**src/tmf_params.svh**
```systemverilog
// constants of the thermal monitor flag logic
`ifndef TMF_PARAMS_SVH
`define TMF_PARAMS_SVH
`define TMF_CLK_MHZ 50
`define TMF_NUM_THR 6
`define TMF_TEMP_W 9
`define TMF_THR_80 9'h050
`define TMF_THR_95 9'h05F
`define TMF_THR_110 9'h06E
`define TMF_THR_125 9'h07D
`define TMF_THR_140 9'h08C
`define TMF_THR_155 9'h09B
`define TMF_THR_SD 9'h0A5
`define TMF_WARN_HYS 9'h005
`define TMF_SD_HYS 9'h00F
`define TMF_DB_US 10
`define TMF_DB_CYC (`TMF_DB_US * `TMF_CLK_MHZ)
`define TMF_WIN_US 450
`define TMF_WIN_CYC (`TMF_WIN_US * `TMF_CLK_MHZ)
`define TMF_INT_US 3000
`define TMF_INT_CYC (`TMF_INT_US * `TMF_CLK_MHZ)
`endif

```
**src/tmf_pkg.sv**
```systemverilog
// types of the thermal monitor flag logic
`default_nettype none
package tmf_pkg;
    typedef enum logic [1:0] {
        TMF_OFF = 2'b00,
        TMF_CONT = 2'b01,
        TMF_SAMPLE = 2'b10
    } tmf_mode_t;
    typedef logic [8:0] tmf_temp_t;
endpackage
`default_nettype wire

```
**src/tmf_cmp_if.sv**
```systemverilog
// comparator request and debounced answer between top and threshold channels
`timescale 1ns/1ns
`default_nettype none
interface tmf_cmp_if;
    import tmf_pkg::*;
    logic active;
    tmf_temp_t temp;
    logic live;
    modport top (output active, output temp, input live);
    modport chan (input active, input temp, output live);
endinterface
`default_nettype wire

```
**src/tmf_chan.sv**
```systemverilog
// one hysteretic, debounced threshold comparator channel
`timescale 1ns/1ns
`default_nettype none
`include "tmf_params.svh"
module tmf_chan
    import tmf_pkg::*;
#(
    parameter tmf_temp_t THR = `TMF_THR_80,
    parameter tmf_temp_t HYS = `TMF_WARN_HYS,
    parameter int DB_CYC = `TMF_DB_CYC
) (
    input wire logic mclk,
    input wire logic rst_b,
    tmf_cmp_if.chan cmp
);
    logic state_ff, nxt_state;
    logic [15:0] db_ff, nxt_db;
    logic raw;

    always_comb begin
        // hysteresis: set above threshold, release at or below threshold minus hys
        if (state_ff) begin
            raw = (cmp.temp > (THR - HYS));
        end else begin
            raw = (cmp.temp > THR);
        end
        nxt_state = state_ff;
        nxt_db = 16'h0000;
        // outside a sampling window the state simply holds
        if (cmp.active && (raw != state_ff)) begin
            if (db_ff >= 16'(DB_CYC - 1)) begin
                nxt_state = raw;
            end else begin
                nxt_db = db_ff + 16'h0001;
            end
        end
    end

    always_ff @(posedge mclk) begin
        if (!rst_b) begin
            state_ff <= 1'b0;
            db_ff <= 16'h0000;
        end else begin
            state_ff <= nxt_state;
            db_ff <= nxt_db;
        end
    end

    assign cmp.live = state_ff;
endmodule
`default_nettype wire

```
**src/tmf_duty.sv**
```systemverilog
// sampling window timer for duty-cycled operation
`timescale 1ns/1ns
`default_nettype none
`include "tmf_params.svh"
module tmf_duty #(
    parameter int WIN_CYC = `TMF_WIN_CYC,
    parameter int INT_CYC = `TMF_INT_CYC
) (
    input wire logic mclk,
    input wire logic rst_b,
    input wire logic run,
    output logic window
);
    logic [23:0] cnt_ff, nxt_cnt;

    always_comb begin
        nxt_cnt = 24'h000000;
        if (run) begin
            if (cnt_ff >= 24'(INT_CYC - 1)) begin
                nxt_cnt = 24'h000000;
            end else begin
                nxt_cnt = cnt_ff + 24'h000001;
            end
        end
    end

    always_ff @(posedge mclk) begin
        if (!rst_b) begin
            cnt_ff <= 24'h000000;
        end else begin
            cnt_ff <= nxt_cnt;
        end
    end

    // window opens at the start of every interval
    assign window = run && (cnt_ff < 24'(WIN_CYC));
endmodule
`default_nettype wire

```
**src/tmf_top.sv**
```systemverilog
// thermal monitor flags: warning thresholds, shutdown latch and power duty control
// Summary of operation
// - only the die-centre sensor feeds warnings and shutdown.
// - six thresholds 80..155 C, each with flag, live state and block bit.
// - live state sets above threshold, clears 5 C below it.
// - above 165 C start shutdown; block restart until 15 C cooler.
// - comparator changes either way are debounced 10 us.
// - enable bit clear disables monitoring; set enables it.
// - run state with continuous bit set keeps monitor always powered.
// - continuous bit clear: powered 450 us every 3.0 ms.
// - run state supports continuous and sampling, chosen by continuous bit.
// - standby forces sampling, only while enable bit is set.
// - unblocked set flag drives active-low interrupt pin low.
`timescale 1ns/1ns
`default_nettype none
`include "tmf_params.svh"
module tmf_top
    import tmf_pkg::*;
#(
    parameter int NUM_THR = `TMF_NUM_THR,
    parameter int DB_CYC = `TMF_DB_CYC,
    parameter int WIN_CYC = `TMF_WIN_CYC,
    parameter int INT_CYC = `TMF_INT_CYC
) (
    input wire logic mclk,
    input wire logic rst_b,
    input wire tmf_temp_t die_centre_temp,
    input wire logic run_state,
    input wire logic temp_watch_on,
    input wire logic temp_watch_continuous,
    input wire logic [NUM_THR-1:0] overtemp_event_block,
    input wire logic [NUM_THR-1:0] flag_clear_wr,
    output logic [NUM_THR-1:0] overtemp_event_flag,
    output logic [NUM_THR-1:0] overtemp_live_state,
    output logic sensor_power,
    output logic mode_sample,
    output logic shutdown_req,
    output logic irq_out_n
);
    localparam tmf_temp_t THR_TAB [0:5] = '{`TMF_THR_80, `TMF_THR_95, `TMF_THR_110,
        `TMF_THR_125, `TMF_THR_140, `TMF_THR_155};

    tmf_mode_t mode;
    logic window, active;
    logic [NUM_THR-1:0] live, live_d_ff, nxt_live_d;
    logic [NUM_THR-1:0] flag_ff, nxt_flag;
    logic sd_live, sd_ff, nxt_sd, irq_n_ff, nxt_irq_n;

    always_comb begin
        if (!temp_watch_on) begin
            mode = TMF_OFF;
        end else if (run_state && temp_watch_continuous) begin
            mode = TMF_CONT;
        end else begin
            // standby ignores the continuous bit
            mode = TMF_SAMPLE;
        end
    end

    tmf_duty #(.WIN_CYC(WIN_CYC), .INT_CYC(INT_CYC)) u_duty (
        .mclk(mclk),
        .rst_b(rst_b),
        .run(mode == TMF_SAMPLE),
        .window(window)
    );

    always_comb begin
        case (mode)
            TMF_CONT: active = 1'b1;
            TMF_SAMPLE: active = window;
            default: active = 1'b0;
        endcase
    end

    genvar g;
    generate
        for (g = 0; g < NUM_THR; g++) begin : g_thr
            tmf_cmp_if cmp ();
            assign cmp.active = active;
            assign cmp.temp = die_centre_temp;
            assign live[g] = cmp.live;
            tmf_chan #(.THR(THR_TAB[g]), .HYS(`TMF_WARN_HYS), .DB_CYC(DB_CYC)) u_chan (
                .mclk(mclk),
                .rst_b(rst_b),
                .cmp(cmp.chan)
            );
        end
    endgenerate

    // shutdown comparator reuses the channel with the wider hysteresis
    tmf_cmp_if sd_cmp ();
    assign sd_cmp.active = active;
    assign sd_cmp.temp = die_centre_temp;
    assign sd_live = sd_cmp.live;
    tmf_chan #(.THR(`TMF_THR_SD), .HYS(`TMF_SD_HYS), .DB_CYC(DB_CYC)) u_sd (
        .mclk(mclk),
        .rst_b(rst_b),
        .cmp(sd_cmp.chan)
    );

    always_comb begin
        nxt_live_d = live;
        // the set beats a same-cycle clear write
        nxt_flag = (flag_ff & ~flag_clear_wr) | (live & ~live_d_ff);
        nxt_sd = sd_live;
        nxt_irq_n = ~|(nxt_flag & ~overtemp_event_block);
    end

    always_ff @(posedge mclk) begin
        if (!rst_b) begin
            live_d_ff <= '0;
            flag_ff <= '0;
            sd_ff <= 1'b0;
            irq_n_ff <= 1'b1;
        end else begin
            live_d_ff <= nxt_live_d;
            flag_ff <= nxt_flag;
            sd_ff <= nxt_sd;
            irq_n_ff <= nxt_irq_n;
        end
    end

    assign overtemp_event_flag = flag_ff;
    assign overtemp_live_state = live_d_ff;
    assign sensor_power = active;
    assign mode_sample = (mode == TMF_SAMPLE);
    // held until the die has cooled 15 C below the trip point
    assign shutdown_req = sd_ff;
    assign irq_out_n = irq_n_ff;
endmodule
`default_nettype wire

```
**config.mk**
```make
export PLATFORM = sky130hd
export DESIGN_NAME = tmf_top
export DESIGN_NICKNAME = d
export VERILOG_FILES = /design/src/tmf_pkg.sv /design/src/tmf_cmp_if.sv /design/src/tmf_chan.sv /design/src/tmf_duty.sv /design/src/tmf_top.sv
export VERILOG_INCLUDE_DIRS = /design/src
export SDC_FILE = /design/constraint.sdc
export NUM_CORES = 1
export LEC_CHECK = 0
export BUFFER_PORTS_ARGS = -buffer_cell sky130_fd_sc_hd__buf_2
export CAP_MARGIN = 20
export CORE_MARGIN = 2
export CORE_UTILIZATION = 45
export CTS_CLUSTER_DIAMETER = 120
export DETAILED_ROUTE_END_ITERATION = 10
export REMOVE_ABC_BUFFERS = 1
export SLEW_MARGIN = 5
export SYNTH_ARGS = -nofsm -noshare
export SYNTH_HDL_FRONTEND = slang
export SYNTH_SLANG_ARGS = --single-unit
```
**constraint.sdc**
```tcl
create_clock -name mclk -period 2 [get_ports mclk]
set_clock_uncertainty 0.15 [all_clocks]
set_input_delay 0.6 -clock mclk [delete_from_list [all_inputs] [get_ports mclk]]
set_output_delay 0.6 -clock mclk [all_outputs]
set_load 0.03 [all_outputs]
```
==> Yosys cells after proc, flatten, opt, wreduce, memory -nomap -nowiden <==
Cells that the tools add are included.
{ "totals": {"inputBits": 26, "ff_bits": 157, "out_inout_bits": 16, "wordCells": 110} }
{ "op_classes": {"n_eq_ne": 9, "bitwise_logic": 16, "order_cmp": 22, "n_mux": 10, "addsub": 8, "n_reduce_logical": 26} }
{ "ops": {"columns": ["op", "n"], "rows": [
  ["16-bit by 1-bit adder with 16-bit output (second input constant)", 7],
  ["16-bit by 9-bit >= comparator with 1-bit output (second input constant)", 7],
  ["9-bit by 7-bit greater-than comparator with 1-bit output (second input constant)", 8],
  ["9-bit by 8-bit greater-than comparator with 1-bit output (second input constant)", 5],
  ["24-bit by 1-bit adder with 24-bit output (second input constant)", 1],
  ["24-bit by 18-bit >= comparator with 1-bit output (second input constant)", 1],
  ["24-bit by 15-bit < comparator with 1-bit output (second input constant)", 1],
  ["3-bit OR reduction", 8],
  ["6-bit bitwise AND", 3],
  ["6-bit NOT", 3],
  ["2-bit AND reduction", 7],
  ["1-bit logical AND", 9],
  ["1-bit NOT", 9],
  ["1-bit 2-to-1 mux", 7],
  ["1-bit != test", 7],
  ["6-bit bitwise OR", 1],
  ["6-bit OR reduction", 1],
  ["2-bit 2-to-1 mux", 2],
  ["2-bit by 1-bit == test with 1-bit output (second input constant)", 1],
  ["2-bit == test (second input constant)", 1],
  ["1-bit one-hot mux with 2 select lines", 1],
  ["1-bit logical NOT", 1]
]} }

==> Longest topological paths before layout <==
{ "logic_depth": {"depth_word": 9, "mapped_depth": 8, "mapped_depth_nobuf": 6} }

==> Cells and area by module <==
Synthesis repeated with hierarchy kept, for this count alone.
{ "hier_totals": {"cells_unflattened": 617, "hier_area_um2": 6357.3} }
{ "by_module_without_submodules": {"columns": ["module", "cells_each", "n_inst", "seq_area_each_um2", "area_each_um2"], "rows": [
  ["tmf_duty", 114, 1, 480.5, 1051.0],
  ["tmf_chan at g_thr[5].u_chan", 66, 1, 340.3, 809.5],
  ["tmf_chan at g_thr[1].u_chan", 64, 1, 340.3, 699.4],
  ["tmf_chan at u_sd", 65, 1, 340.3, 695.7],
  ["tmf_chan at g_thr[4].u_chan", 63, 1, 340.3, 656.9],
  ["tmf_chan at g_thr[2].u_chan", 62, 1, 340.3, 649.4],
  ["tmf_chan at g_thr[0].u_chan", 62, 1, 340.3, 633.1],
  ["tmf_chan at g_thr[3].u_chan", 62, 1, 340.3, 628.1],
  ["tmf_top", 59, 1, 280.3, 534.3]
]} }

==> Worst setup path before layout <==
Ideal clock, no wire load.
{ "synth_path": {"kind": "register -> output", "startpoint": "register u_duty.cnt_ff[20]", "endpoint": "output sensor_power", "setup_slack_ns": -0.237, "path_buffers": 1, "t_required_ns": 1.250, "stages_incl_launch_ff": 6, "arrival_ns": 1.487, "path_cell_list": "dfxtp_1 > or4_4 > o41ai_4 > nand3_2 > clkinv_1 > buf_6"} }
{ "synth_via": {"elab_chain_len": 3} }
{ "synth_rtl": {"columns": ["item", "line", "rtl"], "rows": [
  ["start: declaration", "tmf_duty.sv:14", "logic [23:0] cnt_ff, nxt_cnt;"],
  ["start signal: assignment", "tmf_duty.sv:31", "cnt_ff <= nxt_cnt;"],
  ["24-bit by 15-bit < comparator with 1-bit output", "tmf_duty.sv:36", "assign window = run && (cnt_ff < 24'(WIN_CYC));"],
  ["1-bit logical AND", "tmf_duty.sv:36", null],
  ["1-bit one-hot mux with 2 select lines", "tmf_top.sv:68", "case (mode)"],
  ["end: declaration", "tmf_top.sv:35", "output logic sensor_power,"]
]} }
Every way passes these cells.

==> Worst setup path in the final report <==
Ends and elaborated chain as after synthesis.

==> results.ini <==
[run_status]
outcome=finished, violations left
violations=setup timing

[logic_synthesis]
async_reset_ff_frac=0
yosys.area.top_type_share=0.534
netlist_area_mm2=0.00589
ys_warn_count=0
syn_inst=607
yosys.area.top_type=dfxtp_1
synth.area.top_cells=dfxtp_1, nor2_1, xnor2_1, xor2_1, nand3_1
synth_cell_types=65
yosys_most_used_dff=dfxtp_1
synth-edff-count=0
ys_seq_elements=157
syn_area_per_cell_um2=9.70
yosysSeqAreaShare=0.534

[timing]
rsz0062_at_grt=yes
fin_crit_sh=1.33
period_needed_ns=2.65
slew-limit-headroom=0.495
setup_tns_ns=-2.11
finalSetupViolCount=34
slew_viol_final=0
tightestPinTransition_ns=0.749
fin_ws_ns=-0.652
whs_ns=0.293
fmax_mhz=377
final_hold_viol_count=0

[hold_path]
hold-path-cell-count=1
min_from=g_thr[0].u_chan.db_ff[0]
worstHoldPathType=reg2reg
min_to=g_thr[0].u_chan.db_ff[0]

[critical_path]
critPathLaunchType=flip-flop
crit_arrival_ns=1.90
setup.worst_path.end_class=primary output
critPathKind=reg2out
r2r-end=g_thr[2].u_chan.cmp.live
path_max_fanout=2
crit_family=simple AND/OR/NAND/NOR gates
r2r-start=u_duty.cnt_ff[20]
r2r_slack_ns=-0.17
cp.required_ns=1.25
path_buf_inv=2
max_stage_delay_ns=0.54
slowest_stage=or4_4
worstPathCellList=or4_4 -> o41ai_4 -> nand3_2 -> clkinv_2 -> buf_6
rr_worst_depth=7

[power_and_ir_drop]
power_density_mw_per_mm2=894
leakage_nw=3.00
p_total_w=0.00692
vdd.ir_drop.worst_mv=0.645

[grt]
grt_pass1_wl_um=20500
grt-ovfl-total=0
track_usage=0.185
grt_max_degree=17
antenna_found_initial=0
grt_pass1_vias=4515

[route]
first_pass_iters=4
drt-total-wl_um=12300
drtAntennaViolNets=0
viasPerCell=4.86
drtIter0Drc=202
vias=4598
wl_per_cell_um=13.0
drc=0

[clock_network]
htreeDepth=4
cts.sinks=157
cts_hold_buf=0
clockBufferDepth=2
cts_buffers=17
path_clk_slew_ns=0.06
cts_tree=yes
clk_latency_ns=0.42
cts-root-buf=clkbuf_16

[floorplanning]
die_y_um=118
die_x_um=118
io_pins=42
die_area_mm2=0.0140
fp-row-count=41
core_mm2=0.0127
initial_core_util=0.465

[job]
drv_cap=0

[place]
portBuffers=41
place_congestion=0.800
post-dp-hpwl_um=8300

[layout]
antenna_cells=0
nNetsFinal=797
drive_gt1_frac=0.220
area.growth.synth_to_final_pct=31.4

[layer usage]
layer  vias up  global-route usage  share of wire
met2        76               0.301           0.48
met3        26              0.0541          0.043
met4         0               0.108          0.032
met5         -                   0              0
met1      2139               0.218           0.45
li1       2357                   -              -
[where the power goes]
group / total [W] / switching (W) / internal, W
combinational: 0.000322 / 0.000191 / 0.000131
clock: 0.00336 / 0.00122 / 0.00214
sequential: 0.00324 / 0.0000302 / 0.00321
[metrics by stage]
stage	utilization	instance area (µm²)	cells	setup slack, ns
floorplan	-	6030	649	-0.275
global placement	0.538	6810	909	-0.365
detailed placement	0.538	6810	909	-0.385
CTS	0.607	7690	947	-0.682
global route	0.610	7730	946	-0.742
finish	0.610	7730	946	-0.652
[cells in the mapped netlist (all sizes together), types with 8 or more instances]
library cell / n
nand3: 33
nor4: 9
ha: 8
nand4: 17
clkbuf: 8
xnor2: 42
inv: 33
and2: 8
o21ai: 8
a21oi: 9
xor2: 23
dfxtp: 157
nand2: 25
nor2: 120
and3: 11
nor3: 16
[worst max-delay path by stage]
stage | from | to | slack [ns] | cells past startpoint
floorplan | u_duty.cnt_ff[20] | sensor_power | -0.27 | 4
global placement | u_duty.cnt_ff[20] | sensor_power | -0.37 | 5
detailed placement | die_centre_temp[8] | g_thr[1].u_chan.db_ff[7] | -0.38 | 6
CTS | u_duty.cnt_ff[20] | sensor_power | -0.68 | 5
global route | u_duty.cnt_ff[20] | sensor_power | -0.74 | 5
finish | u_duty.cnt_ff[20] | sensor_power | -0.65 | 5
[layout make-up]
type	instances	area, µm²
clock inverter	10	165
timing repair buffer	89	623
clock buffer	20	457
sequential	157	3140
inverter	34	129
multi-input combinational	464	3000
fill	1080	4940
tap	172	215
[placed cells by master (no fill, tap or decap), drive strengths merged, types with 3 or more instances in the layout]
cell and instances:
dfxtp 157, nor2 120, buf 89, conb 55, xnor2 42, nand3 35
inv 33, nand2 25, xor2 23, clkbuf 20, nand4 18, nor3 16
and3 11, nor4 9, a21oi 9, o21ai 8, ha 8, and2 8
o31ai 7, o22ai 7, o2111ai 5, o211a 4, bufinv 4, clkinv 4
or2 3, o211ai 3, a22o 3, a31oi 3, clkinvlp 3, a211oi 3
and3b 3, nand3b 3
[sequential cells by signal, summed over array words and instances, names as in the netlist]
signal,count
g_thr.u_chan.db_ff,96
shutdown_req,1
overtemp_event_flag,6
irq_out_n,1
u_sd.cmp.live,1
g_thr.u_chan.cmp.live,6
overtemp_live_state,6
u_sd.db_ff,16
u_duty.cnt_ff,24
[timing repair]
| item | in CTS | in global routing |
|---|---|---|
| buffers inserted | 2 | 0 |
| pin swaps | 37 | 23 |
| gates resized for setup | 24 | 26 |
| endpoints found under the setup margin | 71 | 72 |
| gates cloned | 7 | 0 |
[logic make-up (layout without fill, tap and decap cells)]
family | count (synthesis) | in the layout | synth area share
flip-flops | 157 | 157 | 0.534
buffers and inverters | 46 | 153 | 0.0321
adder cells (fa/ha/maj) | 8 | 8 | 0.0170
other | 1 | 55 | 0.000637
AND/OR/NAND/NOR | 257 | 261 | 0.215
XOR/XNOR | 65 | 65 | 0.0967
multiplexers | 3 | 3 | 0.00531
AO/OA/AOI/OAI | 70 | 72 | 0.0990
Note: power is estimated with default switching activity, not from simulation.
